===== src/wwdt_pkg.sv =====
// constants, field layouts and types shared by the watchdog files
package wwdt_pkg;

    // ------------------------------------------------------------
    // clock and reset pulse timing
    // ------------------------------------------------------------
    localparam int unsigned WWDT_CLK_MHZ          = 200;
    localparam int unsigned WWDT_RESET_PULSE_US   = 30;
    localparam int unsigned WWDT_RESET_PULSE_CYC  = WWDT_RESET_PULSE_US * WWDT_CLK_MHZ;

    // ------------------------------------------------------------
    // prescaler: 64-period ticks, 256 ticks per full step
    // ------------------------------------------------------------
    localparam int unsigned WWDT_FINE_W           = 6;
    localparam int unsigned WWDT_COARSE_W         = 8;
    localparam int unsigned WWDT_CONST_W          = 6;
    localparam logic [7:0]  WWDT_COARSE_FULL_LAST = 8'hFF;
    localparam logic [7:0]  WWDT_SHORT_BASE       = 8'hC0;
    localparam logic [7:0]  WWDT_COARSE_ONE       = 8'h01;
    localparam logic [5:0]  WWDT_FINE_ONE         = 6'h01;
    localparam logic [5:0]  WWDT_ACC_INC          = 6'h04;

    // ------------------------------------------------------------
    // timebase constants, high and low, per timebase_select code
    // ------------------------------------------------------------
    localparam logic [1:0]  WWDT_TB_00            = 2'h0;
    localparam logic [1:0]  WWDT_TB_01            = 2'h1;
    localparam logic [1:0]  WWDT_TB_10            = 2'h2;
    localparam logic [1:0]  WWDT_TB_11            = 2'h3;
    localparam logic [5:0]  WWDT_HI_00            = 6'h04;
    localparam logic [5:0]  WWDT_LO_00            = 6'h3B;
    localparam logic [5:0]  WWDT_HI_01            = 6'h08;
    localparam logic [5:0]  WWDT_LO_01            = 6'h35;
    localparam logic [5:0]  WWDT_HI_10            = 6'h14;
    localparam logic [5:0]  WWDT_LO_10            = 6'h23;
    localparam logic [5:0]  WWDT_HI_11            = 6'h31;
    localparam logic [5:0]  WWDT_LO_11            = 6'h36;

    // ------------------------------------------------------------
    // watchdog_control_register layout
    // ------------------------------------------------------------
    localparam int unsigned WWDT_CNT_W            = 7;
    localparam logic [7:0]  WWDT_CTRL_RESET       = 8'h7F;
    localparam logic [6:0]  WWDT_CNT_ROLL_FROM    = 7'h40;
    localparam logic [6:0]  WWDT_CNT_ONE          = 7'h01;

    typedef struct packed {
        logic       watchdog_activate_bit;
        logic       counter_top_bit;
        logic [5:0] timeout_step_count;
    } wwdt_ctrl_t;

    typedef struct packed {
        logic [1:0] timebase_select;
        logic       halt_reset_option;
        logic       hw_watchdog;
    } wwdt_cfg_t;

    typedef enum logic [1:0] {
        WWDT_RUN     = 2'b00,
        WWDT_FIRE    = 2'b01,
        WWDT_RECOVER = 2'b11
    } wwdt_state_t;

    typedef enum logic [1:0] {
        WWDT_CAUSE_NONE    = 2'h0,
        WWDT_CAUSE_TIMEOUT = 2'h1,
        WWDT_CAUSE_SOFT    = 2'h2,
        WWDT_CAUSE_HALT    = 2'h3
    } wwdt_cause_t;

endpackage


===== src/wwdt_prescaler.sv =====
// free-running prescaler that produces one counter step per timeout step
`timescale 1ns/1ps
module wwdt_prescaler (
    input  wire logic       mclk_i,
    input  wire logic       rst_n_i,
    input  wire logic       ce_i,
    input  wire logic [5:0] hi_const_i,
    input  wire logic [5:0] lo_const_i,
    output logic            step_o
);

    // ------------------------------------------------------------
    // state
    // ------------------------------------------------------------
    logic [5:0] fine_q;
    logic [5:0] fine_d;
    logic [7:0] coarse_q;
    logic [7:0] coarse_d;
    logic [5:0] acc_q;
    logic [5:0] acc_d;
    logic       short_q;
    logic       short_d;
    logic [7:0] last;
    logic [6:0] acc_sum;
    logic       tick;

    // ------------------------------------------------------------
    // next state
    // ------------------------------------------------------------
    // a short step of (192 + low) ticks is spent every high/4 steps
    always_comb begin
        fine_d   = fine_q;
        coarse_d = coarse_q;
        acc_d    = acc_q;
        short_d  = short_q;
        last     = short_q ? 8'(wwdt_pkg::WWDT_SHORT_BASE + {2'h0, lo_const_i}
                               - wwdt_pkg::WWDT_COARSE_ONE)
                           : wwdt_pkg::WWDT_COARSE_FULL_LAST;
        tick     = &fine_q;
        step_o   = ce_i && tick && (coarse_q >= last);
        acc_sum  = {1'b0, acc_q} + {1'b0, wwdt_pkg::WWDT_ACC_INC};
        if (ce_i) begin
            fine_d = fine_q + wwdt_pkg::WWDT_FINE_ONE;
            if (step_o) begin
                coarse_d = '0;
                if (acc_sum >= {1'b0, hi_const_i}) begin
                    acc_d   = 6'(acc_sum - {1'b0, hi_const_i});
                    short_d = 1'b1;
                end else begin
                    acc_d   = acc_sum[5:0];
                    short_d = 1'b0;
                end
            end else if (tick) begin
                coarse_d = coarse_q + wwdt_pkg::WWDT_COARSE_ONE;
            end
        end
    end

    // ------------------------------------------------------------
    // registers
    // ------------------------------------------------------------
    // never cleared by a control write, so the first step lands anywhere
    always_ff @(posedge mclk_i or negedge rst_n_i) begin
        if (!rst_n_i) begin
            fine_q   <= '0;
            coarse_q <= '0;
            acc_q    <= '0;
            short_q  <= 1'b0;
        end else begin
            fine_q   <= fine_d;
            coarse_q <= coarse_d;
            acc_q    <= acc_d;
            short_q  <= short_d;
        end
    end

endmodule


===== src/wwdt_pulse.sv =====
// stretcher that holds the reset line low for a fixed number of cycles
`timescale 1ns/1ps
module wwdt_pulse #(
    parameter int unsigned CYCLES = wwdt_pkg::WWDT_RESET_PULSE_CYC
) (
    input  wire logic mclk_i,
    input  wire logic rst_n_i,
    input  wire logic ce_i,
    input  wire logic start_i,
    output logic      busy_o,
    output logic      done_o
);

    localparam int unsigned CW = $clog2(CYCLES + 1);
    localparam logic [CW-1:0] LOAD = CW'(CYCLES);
    localparam logic [CW-1:0] ONE  = CW'(1);

    // ------------------------------------------------------------
    // counter
    // ------------------------------------------------------------
    logic [CW-1:0] cnt_q;
    logic [CW-1:0] cnt_d;
    logic          busy_q;
    logic          busy_d;

    always_comb begin
        cnt_d  = cnt_q;
        busy_d = busy_q;
        done_o = ce_i && busy_q && (cnt_q == ONE);
        if (ce_i) begin
            if (start_i && !busy_q) begin
                cnt_d  = LOAD;
                busy_d = 1'b1;
            end else if (busy_q) begin
                cnt_d = cnt_q - ONE;
                if (cnt_q == ONE) begin
                    busy_d = 1'b0;
                end
            end
        end
    end

    always_ff @(posedge mclk_i or negedge rst_n_i) begin
        if (!rst_n_i) begin
            cnt_q  <= '0;
            busy_q <= 1'b0;
        end else begin
            cnt_q  <= cnt_d;
            busy_q <= busy_d;
        end
    end

    assign busy_o = busy_q;

endmodule


===== src/wwdt_top.sv =====
// windowed watchdog timer: control register, counter and reset generation
//
// What this block does
// - counter steps once per about 16384 oscillator periods via prescaler
// - timeout is programmable in 64 steps by the low six counter bits
// - active and counter goes 40h to 3Fh: reset line low about 30us
// - counter runs even while inactive; only the reset is gated
// - inactive after reset; once active, no write can deactivate it
// - write with activation set and top bit clear forces a reset
// - halt executed while active, with the halt option set, resets the chip instead of halting
// - control writes never resynchronise the prescaler
// - timebase select picks the high and low timing constants
// - minimum timeout built from low constant and periodic short steps
// - option selects whether halt while active produces a reset
// - option gives hardware watchdog mode, active without software
// - register: activation bit 7, counter bits 6..0, resets to 7Fh
// - maximum timeout base 16384 periods, same per-step accumulation
`timescale 1ns/1ps
module wwdt_top #(
    parameter int unsigned RESET_PULSE_CYCLES = wwdt_pkg::WWDT_RESET_PULSE_CYC
) (
    input  wire logic                mclk_i,
    input  wire logic                rst_n_i,
    input  wire logic                ce_i,
    input  wwdt_pkg::wwdt_cfg_t      cfg_i,
    input  wire logic                wr_en_i,
    input  wwdt_pkg::wwdt_ctrl_t     wr_data_i,
    input  wire logic                halt_exec_i,
    output wwdt_pkg::wwdt_ctrl_t     rd_data_o,
    output logic                     active_o,
    output logic                     halt_grant_o,
    output logic                     wdg_reset_n_o,
    output wwdt_pkg::wwdt_cause_t    reset_cause_o
);

    // ------------------------------------------------------------
    // declarations
    // ------------------------------------------------------------
    wwdt_pkg::wwdt_state_t state_q;
    wwdt_pkg::wwdt_state_t state_d;
    wwdt_pkg::wwdt_cause_t cause_q;
    wwdt_pkg::wwdt_cause_t cause_d;
    logic                  act_q;
    logic                  act_d;
    logic [6:0]            cnt_q;
    logic [6:0]            cnt_d;
    logic                  fire_q;
    logic                  fire_d;
    logic [5:0]            hi_const;
    logic [5:0]            lo_const;
    logic                  step;
    logic                  act_eff;
    logic                  act_next;
    logic [6:0]            wr_cnt;
    logic                  soft_fire;
    logic                  time_fire;
    logic                  halt_fire;
    logic                  start;
    logic                  pulse_busy;
    logic                  pulse_done;
    logic                  rst_line_q;
    logic                  rst_line_d;

    // ------------------------------------------------------------
    // timebase constants
    // ------------------------------------------------------------
    always_comb begin
        hi_const = wwdt_pkg::WWDT_HI_00;
        lo_const = wwdt_pkg::WWDT_LO_00;
        unique case (cfg_i.timebase_select)
            wwdt_pkg::WWDT_TB_00: begin
                hi_const = wwdt_pkg::WWDT_HI_00;
                lo_const = wwdt_pkg::WWDT_LO_00;
            end
            wwdt_pkg::WWDT_TB_01: begin
                hi_const = wwdt_pkg::WWDT_HI_01;
                lo_const = wwdt_pkg::WWDT_LO_01;
            end
            wwdt_pkg::WWDT_TB_10: begin
                hi_const = wwdt_pkg::WWDT_HI_10;
                lo_const = wwdt_pkg::WWDT_LO_10;
            end
            wwdt_pkg::WWDT_TB_11: begin
                hi_const = wwdt_pkg::WWDT_HI_11;
                lo_const = wwdt_pkg::WWDT_LO_11;
            end
        endcase
    end

    // ------------------------------------------------------------
    // prescaler and reset stretcher
    // ------------------------------------------------------------
    wwdt_prescaler u_presc (
        .mclk_i     (mclk_i),
        .rst_n_i    (rst_n_i),
        .ce_i       (ce_i),
        .hi_const_i (hi_const),
        .lo_const_i (lo_const),
        .step_o     (step)
    );

    wwdt_pulse #(
        .CYCLES (RESET_PULSE_CYCLES)
    ) u_pulse (
        .mclk_i  (mclk_i),
        .rst_n_i (rst_n_i),
        .ce_i    (ce_i),
        .start_i (start),
        .busy_o  (pulse_busy),
        .done_o  (pulse_done)
    );

    // ------------------------------------------------------------
    // trigger conditions
    // ------------------------------------------------------------
    // the hardware option is a live strap, so it also covers a write
    // that lands while the activation bit is still clear
    assign act_eff  = act_q | cfg_i.hw_watchdog;
    assign wr_cnt   = {wr_data_i.counter_top_bit, wr_data_i.timeout_step_count};
    assign act_next = act_eff | wr_data_i.watchdog_activate_bit;

    always_comb begin
        soft_fire = 1'b0;
        time_fire = 1'b0;
        halt_fire = 1'b0;
        if (ce_i && (state_q == wwdt_pkg::WWDT_RUN)) begin
            soft_fire = wr_en_i && act_next && !wr_data_i.counter_top_bit;
            time_fire = !wr_en_i && step && act_eff
                        && (cnt_q == wwdt_pkg::WWDT_CNT_ROLL_FROM);
            halt_fire = halt_exec_i && act_eff && cfg_i.halt_reset_option;
        end
    end

    // halt is granted only when it does not turn into a reset
    assign halt_grant_o = ce_i && halt_exec_i && (state_q == wwdt_pkg::WWDT_RUN)
                          && !halt_fire;
    assign start        = fire_q;

    // ------------------------------------------------------------
    // control register and sequence, next state
    // ------------------------------------------------------------
    always_comb begin
        state_d    = state_q;
        cause_d    = cause_q;
        act_d      = act_q;
        cnt_d      = cnt_q;
        // hold the start request while frozen, or the pulse never starts
        fire_d     = fire_q;
        rst_line_d = rst_line_q;
        if (ce_i) begin
            fire_d = 1'b0;
            unique case (state_q)
                wwdt_pkg::WWDT_RUN: begin
                    if (wr_en_i) begin
                        act_d = act_q | wr_data_i.watchdog_activate_bit;
                        cnt_d = wr_cnt;
                    end else if (step) begin
                        cnt_d = cnt_q - wwdt_pkg::WWDT_CNT_ONE;
                    end
                    if (halt_fire || soft_fire || time_fire) begin
                        state_d    = wwdt_pkg::WWDT_FIRE;
                        fire_d     = 1'b1;
                        rst_line_d = 1'b1;
                        if (halt_fire) begin
                            cause_d = wwdt_pkg::WWDT_CAUSE_HALT;
                        end else if (soft_fire) begin
                            cause_d = wwdt_pkg::WWDT_CAUSE_SOFT;
                        end else begin
                            cause_d = wwdt_pkg::WWDT_CAUSE_TIMEOUT;
                        end
                    end
                end
                wwdt_pkg::WWDT_FIRE: begin
                    // writes and halts are ignored while the line is held
                    if (pulse_done) begin
                        rst_line_d = 1'b0;
                        state_d    = wwdt_pkg::WWDT_RECOVER;
                    end
                end
                wwdt_pkg::WWDT_RECOVER: begin
                    // the chip has been reset: back to the reset value
                    act_d   = wwdt_pkg::WWDT_CTRL_RESET[7];
                    cnt_d   = wwdt_pkg::WWDT_CTRL_RESET[6:0];
                    state_d = wwdt_pkg::WWDT_RUN;
                end
                default: begin
                    state_d = wwdt_pkg::WWDT_RUN;
                end
            endcase
        end
    end

    // ------------------------------------------------------------
    // registers
    // ------------------------------------------------------------
    always_ff @(posedge mclk_i or negedge rst_n_i) begin
        if (!rst_n_i) begin
            state_q    <= wwdt_pkg::WWDT_RUN;
            cause_q    <= wwdt_pkg::WWDT_CAUSE_NONE;
            act_q      <= wwdt_pkg::WWDT_CTRL_RESET[7];
            cnt_q      <= wwdt_pkg::WWDT_CTRL_RESET[6:0];
            fire_q     <= 1'b0;
            rst_line_q <= 1'b0;
        end else begin
            state_q    <= state_d;
            cause_q    <= cause_d;
            act_q      <= act_d;
            cnt_q      <= cnt_d;
            fire_q     <= fire_d;
            rst_line_q <= rst_line_d;
        end
    end

    // ------------------------------------------------------------
    // outputs
    // ------------------------------------------------------------
    // the read value shows the stored bit, not the hardware option
    assign rd_data_o                       = {act_q, cnt_q};
    assign active_o                        = act_eff;
    assign wdg_reset_n_o                   = !(rst_line_q | pulse_busy);
    assign reset_cause_o                   = cause_q;

endmodule


===== config.mk =====
export PLATFORM = sky130hd
export DESIGN_NAME = wwdt_top
export DESIGN_NICKNAME = d
export VERILOG_FILES = /design/src/wwdt_pkg.sv /design/src/wwdt_prescaler.sv /design/src/wwdt_pulse.sv /design/src/wwdt_top.sv
export SDC_FILE = /design/constraint.sdc
export NUM_CORES = 1
export LEC_CHECK = 0
export ABC_CLOCK_PERIOD_IN_PS = 4400
export BUFFER_PORTS_ARGS = -buffer_cell sky130_fd_sc_hd__buf_2
export CAP_MARGIN = 20
export CORE_MARGIN = 4
export CORE_UTILIZATION = 30
export CTS_BUF_LIST = sky130_fd_sc_hd__clkbuf_16
export DETAILED_ROUTE_END_ITERATION = 8
export GPL_TIMING_DRIVEN = 1
export MAX_ROUTING_LAYER = met4
export PLACE_DENSITY_LB_ADDON = 0.15
export REMOVE_ABC_BUFFERS = 1
export SLEW_MARGIN = 5
export SYNTH_ARGS = -nofsm -noshare
export SYNTH_HDL_FRONTEND = slang
export SYNTH_SLANG_ARGS = --single-unit

===== constraint.sdc =====
create_clock -name mclk_i -period 4.4 [get_ports mclk_i]
set_input_delay 0.22 -clock mclk_i [delete_from_list [all_inputs] [get_ports mclk_i]]
set_output_delay 0.22 -clock mclk_i [all_outputs]
set_load 0.05 [all_outputs]

==> impl_metrics.yaml, run 1 <==
yosys:
  synth_flop_cell: "dfrtp_1"
  synth_edf_count: 0
  synthArstFlopShare: 1.00
  yosysSeqAreaShare: 0.411
  synth_top_cell_by_area: "dfrtp_1"
  synth-seq-cells: 49
  synth_top_area_frac: 0.350
  ys_warn_count: 0
  synth_cell_types: 59
  synth.most_common_cell: "dfrtp_1"
  synth_area_leaders: "dfrtp_1 (35%), ha_1 (7.5%), dfstp_2 (6.1%), nand2_1 (5.1%), xnor2_1 (3.8%)"
  syn_avg_cell_area_um2: 9.29
  synth_cells: 323
  syn-cell-area_um2: 3000
  synth_common_cells: "dfrtp_1 (42), nand2_1 (41), nor2_1 (26)"
pwr:
  combPwrFrac: 0.303
  clockPowerShare: 0.238
  power.net_switching_uw: 629
  seqPwrFrac: 0.458
  power.leakage_uw: 0.00149
  powerDensity_nw_per_um2: 478
  p_int_uw: 1010
  switching_share: 0.384
  ir_drop_v: 0.000353
critical_path:
  regToRegStartpoint: "u_presc.acc_q[2]"
  cp_max_fo: 8
  timing.rr.end: "u_presc.acc_q[4]"
  crit_path_frequent_cell: "ha_1"
  rrSetupSlack_ns: 2.05
  cp_top_family: "compound AO/OA/AOI/OAI gates"
  critPathLaunchType: "register"
  worstPathArrival_ns: 2.57
  reg2reg_depth: 7
  end_kind: "register"
  crit_chain: "ha_1 > ha_1 > or2_2 > a21oi_1 > o21bai_2 > a2111o_1 > nand4_1"
  crit_required_ns: 4.62
  timing.critical_path.slowest_cell_delay_ns: 0.43
  cp_num_buf_inv: 0
  crit_slowest_cell: "dfrtp_1"
  critPathKind: "register to register"
sta:
  setup_violations: 0
  setup_slack_ns: 2.05
  final.setup.tns_ns: 0
  finClkSkew_ns: 0.00873
  rsz0062_at_grt: "no"
  fmax_mhz: 426
  timing.slew.headroom: 0.378
  finalCriticalPeriod_ns: 2.35
  hold_violations: 0
  drv_slew: 0
  worstMarginPinSlew_ns: 0.926
  post-route-period-util: 0.533
floorplan:
  start_util: 0.307
  die_y_um: 108
  coreArea_um2: 9770
  dieWidth_um: 108
  ios: 30
  die_area_um2: 11700
  rows: 36
detailed_routing:
  first_iter_violations: 86
  wirelength_um: 6410
  vias: 2401
  drc: 0
  wl_per_cell_um: 13.2
  drt-vias-per-instance: 4.94
  dr.pass1.iters: 4
  postRouteAntennaNets: 0
run:
  max-cap-violations: 0
cts:
  htree_levels: 2
  cts_tree: "yes"
  clock-sinks: 49
  clock_latency_ns: 0.29
  post_cts_buffers: 0
  cts_buffers: 5
  post_cts_resize_count: 0
  clk_path_buf_depth: 2
  clk_pin_slew_ns: 0.07
  cts_root_buf: "clkbuf_16"
  hold_buffers: 0
placement:
  hpwl_um: 4680
  dp_worst_setup_slack_ns: 2.09
  placed_cell_area_um2: 3270
  gp_congestion: 0.798
  portBuffers: 29
grt:
  gr-total-overflow: 0
  gr-usage-all-layers: 0.126
  grt_max_degree: 50
  antenna_found_initial: 0
  grt_pass1_wl_um: 11600
  grt_pass1_vias: 2442
worst_hold_path:
  min_path_type: "primary input to async pin"
final_layout:
  area_growth_pct: 14.1
  nets: 387
  antenna_cells: 0
  design_area_um2: 3420
  final_layout_size_suffix_gt1_frac: 0.159
status:
  status: "complete, no violations"
-- stage by stage --
stage                      util  instances  hold slack [ns]  total power [µW]
after floorplan               -        314          -0.0756              1120
after global placement    0.335        478            0.399              1260
after detailed placement  0.335        478            0.385              1260
after CTS                 0.350        486           0.0732              1670
after global routing      0.350        486            0.119              1770
final                     0.350        486           0.0381              1640
-- worst max-delay path by stage --
| stage | from | end | slack [ns] | cells after the start |
|---|---|---|---|---|
| 2_1_floorplan | u_presc.short_q | u_presc.acc_q[0] | 2.00 | 8 |
| 3_3_place_gp | cfg_i[2] | cnt_q[0] | 2.13 | 9 |
| 3_5_place_dp | u_presc.acc_q[2] | u_presc.acc_q[4] | 2.09 | 7 |
| 4_1_cts | state_q[1] | halt_grant_o | 2.07 | 3 |
| 5_1_grt | u_presc.acc_q[2] | u_presc.acc_q[4] | 1.91 | 7 |
| 6_report | u_presc.acc_q[2] | u_presc.acc_q[4] | 2.05 | 7 |
-- power groups by stage --
stage,clock (µW),sequential [µW],combinational [µW]
floorplan,0,838,284
global placement,0,758,499
detailed placement,0,759,502
CTS,412,752,505
global route,426,777,564
finish,390,750,497
-- kinds of logic (layout without fill, tap and decap cells) --
kind of cell,after synthesis,in the layout,share of synthesized area
adders and majority gates,18,18,0.0750
DFF,49,49,0.411
buffers and inverters,28,58,0.0417
and+or+nand+nor,132,132,0.216
muxes,9,9,0.0304
AOI/OAI and AO/OA,62,62,0.154
other,1,1,0.00125
xor gates and xnor gates,24,24,0.0700
-- metal layers --
metal	wire [µm]	global-route usage	vias to the layer above
li1	-	-	1216
met1	3240	0.172	1142
met2	2890	0.192	36
met3	190	0.0215	7
met4	89	0.0379	0
met5	0	-	-
-- cell usage in the layout (no fill, tap or decap), drive strengths merged, types with 3 or more instances in the layout --
cell type / netlist / routed
a21oi: 10 / 10
or2: 3 / 3
nor3b: 3 / 3
nand2b: 5 / 5
clkbuf: 4 / 5
a211o: 5 / 5
nand4: 14 / 14
buf: 5 / 31
nor2: 26 / 26
ha: 18 / 18
dfrtp: 42 / 42
dfstp: 7 / 7
nand2: 41 / 41
mux2i: 8 / 8
o21ai: 10 / 10
a211oi: 4 / 4
and2: 3 / 3
inv: 18 / 19
nor2b: 3 / 3
nor4: 6 / 6
a31oi: 8 / 8
xnor2: 13 / 13
o21a: 3 / 3
nor3: 7 / 7
xor2: 11 / 11
nand3: 14 / 14
-- registers in the layout (all words and copies together) (netlist names) --
name,cells
u_pulse.cnt_q,13
u_presc.coarse_q,8
cnt_q,7
u_presc.acc_q,6
u_presc.fine_q,6
reset_cause_o,2
state_q,2
act_q,1
fire_q,1
rst_line_q,1
u_presc.short_q,1
u_pulse.busy_o,1
-- layout make-up --
cell class,instances,area [µm²]
fill,1008,6350
clock buffer,5,125
sequential,49,1230
timing repair buffer,31,160
clock inverter,3,25.0
multi-input combinational,246,1640
inverter,19,71.3
tap,133,166
(Power assumes the default switching activity.)
==> inputs of run 2 (changes only) <==
--- a/config.mk
+++ b/config.mk
@@ -5,7 +5,7 @@
 export SDC_FILE = /design/constraint.sdc
 export NUM_CORES = 1
 export LEC_CHECK = 0
-export ABC_CLOCK_PERIOD_IN_PS = 4400
+export ABC_CLOCK_PERIOD_IN_PS = 1900
 export BUFFER_PORTS_ARGS = -buffer_cell sky130_fd_sc_hd__buf_2
 export CAP_MARGIN = 20
 export CORE_MARGIN = 4
==> constraint.sdc (replaced) <==
create_clock -name mclk_i -period 1.9 [get_ports mclk_i]
set_input_delay 0.095 -clock mclk_i [delete_from_list [all_inputs] [get_ports mclk_i]]
set_output_delay 0.095 -clock mclk_i [all_outputs]
set_load 0.05 [all_outputs]
==> run 2 against run 1 <==
  * Flip-flop and latch count did not move
  * Sequential share of layout area fell by 5.5 points
  * Worst setup slack got worse by 2.2 ns
  * Maximum frequency rose by 14%
  * Clock power rose by 130%
  * The run now ends with setup timing left
  * Largest power group unchanged
  * Cell count rose by 9.9%
  * Clock skew fell by 0.0041 ns
  * Via count rose by 8.8%
==> impl_metrics.yaml, run 2 (synthesized netlist as in run 1, its figures left out) <==
cts:
  clock-sinks: 49
  htree_levels: 2
  clock_latency_ns: 0.29
  cts_tree: "yes"
  clk_path_buf_depth: 2
  clk_pin_slew_ns: 0.07
  cts_buffers: 5
  cts_root_buf: "clkbuf_16"
status:
  status: "complete, but fails checks"
  violations: "setup timing"
detailed_routing:
  drc: 0
  drt-vias-per-instance: 4.89
  postRouteAntennaNets: 0
  vias: 2613
  dr.pass1.iters: 6
  wl_per_cell_um: 13.6
  wirelength_um: 7260
  first_iter_violations: 67
sta:
  setup_slack_ns: -0.151
  hold_violations: 0
  timing.slew.headroom: 0.655
  setup_violations: 19
  drv_slew: 0
  worstMarginPinSlew_ns: 0.513
  finClkSkew_ns: 0.00465
  rsz0062_at_grt: "yes"
  post-route-period-util: 1.08
  fmax_mhz: 488
  finalCriticalPeriod_ns: 2.05
final_layout:
  layout_commonest_cell: "buf_4"
  area_growth_pct: 34.4
  fin_util: 0.413
  top_regs: "u_pulse.cnt_q: 13 flops, u_presc.coarse_q: 8 flops, cnt_q: 7 flops"
  final_cell_mix: "buf_4 (44), dfrtp_1 (42), nand2_1 (39)"
  multi_input_area_um2: 1860
  final_layout_size_suffix_gt1_frac: 0.329
  largest_reg_flops: 13
  nets: 435
  antenna_cells: 0
  layout.filler_cells: 980
  regArea_um2: 1230
  regMostFlops: "u_pulse.cnt_q"
critical_path:
  timing.rr.end: "u_presc.acc_q[4]"
  worstPathArrival_ns: 2.27
  critPathLaunchType: "register"
  rrSetupSlack_ns: -0.15
  critPathKind: "register to register"
  regToRegStartpoint: "u_presc.short_q"
  end_kind: "register"
  cp-endpoint: "u_presc.acc_q[4]"
  crit_required_ns: 2.12
  reg2reg_depth: 9
  cp_max_fo: 5
  crit_start: "u_presc.short_q"
placement:
  hpwl_um: 5270
  gp_congestion: 0.790
  portBuffers: 29
run:
  max-cap-violations: 0
floorplan:
  rows: 36
  coreArea_um2: 9770
  ios: 30
  die_area_um2: 11700
  start_util: 0.307
  dieWidth_um: 108
  die_y_um: 108
grt:
  grt_pass1_wl_um: 13100
  gr-total-overflow: 0
  gr-usage-all-layers: 0.140
  grt_pass1_vias: 2755
  antenna_found_initial: 0
  grt_max_degree: 50
pwr:
  power.leakage_uw: 0.00175
  powerDensity_nw_per_um2: 995
  ir_drop_v: 0.000590
  power_uw: 4020
worst_hold_path:
  min_path_type: "primary input to register"
run 2: per-stage QoR:
stage / cell area (µm²) / instances / hold WS, ns / TNS, ns / worst slack [ns]
after floorplan: 2950 / 314 / -0.201 / -7.20 / -0.504
after global placement: 3630 / 522 / 0.121 / -3.67 / -0.289
after detailed placement: 3630 / 522 / 0.118 / -5.03 / -0.360
after CTS: 3970 / 534 / 0.138 / -3.03 / -0.215
after global routing: 4040 / 534 / 0.170 / -4.91 / -0.303
final: 4040 / 534 / 0.146 / -1.96 / -0.151
run 2: worst min path at each step:
stage	startpoint	to	slack, ns	cells after the start
final	halt_exec_i	reset_cause_o[0]	0.15	3
after global routing	halt_exec_i	reset_cause_o[0]	0.17	3
after CTS	halt_exec_i	reset_cause_o[0]	0.14	3
after detailed placement	rst_n_i	u_presc.coarse_q[3]	0.12	2
after global placement	rst_n_i	u_presc.coarse_q[4]	0.12	2
after floorplan	rst_n_i	act_q	-0.20	0
run 2: final cells by class:
type                            count  area share
Sequential cell                    49       0.306
Timing Repair Buffer               79       0.139
Multi-Input combinational cell    246       0.460
Clock inverter                      3     0.00527
Inverter                           19      0.0177
Tap cell                          133      0.0412
Clock buffer                        5      0.0310
run 2: repair_timing:
item                                   4_1_cts  5_1_grt
endpoints found under the hold margin       42        0
setup endpoints to repair                   27       29
gates resized for setup                     34       15
buffers inserted                             4        0
hold buffers                                 1        0
pin swaps                                   17       13
run 2: worst max-delay path: stages (launching register included):
cell	delay, ns
dfrtp_1	0.39
buf_4	0.15
o21a_1	0.13
ha_4	0.29
a211o_1	0.13
a21oi_2	0.05
a211o_4	0.38
buf_6	0.14
a2111o_1	0.27
nand4_1	0.07
run 2: metal layers:
metal  vias to the layer above  global-route usage  share of wire
met1                      1265               0.192           0.51
met3                         7              0.0221          0.016
li1                       1315                   -              -
met4                         0              0.0307         0.0095
met2                        26               0.219           0.46
met5                         -                   -              0
run 2: report_power, final:
part	internal (µW)	switching (µW)
sequential	1390	311
combinational	604	805
clock	491	415
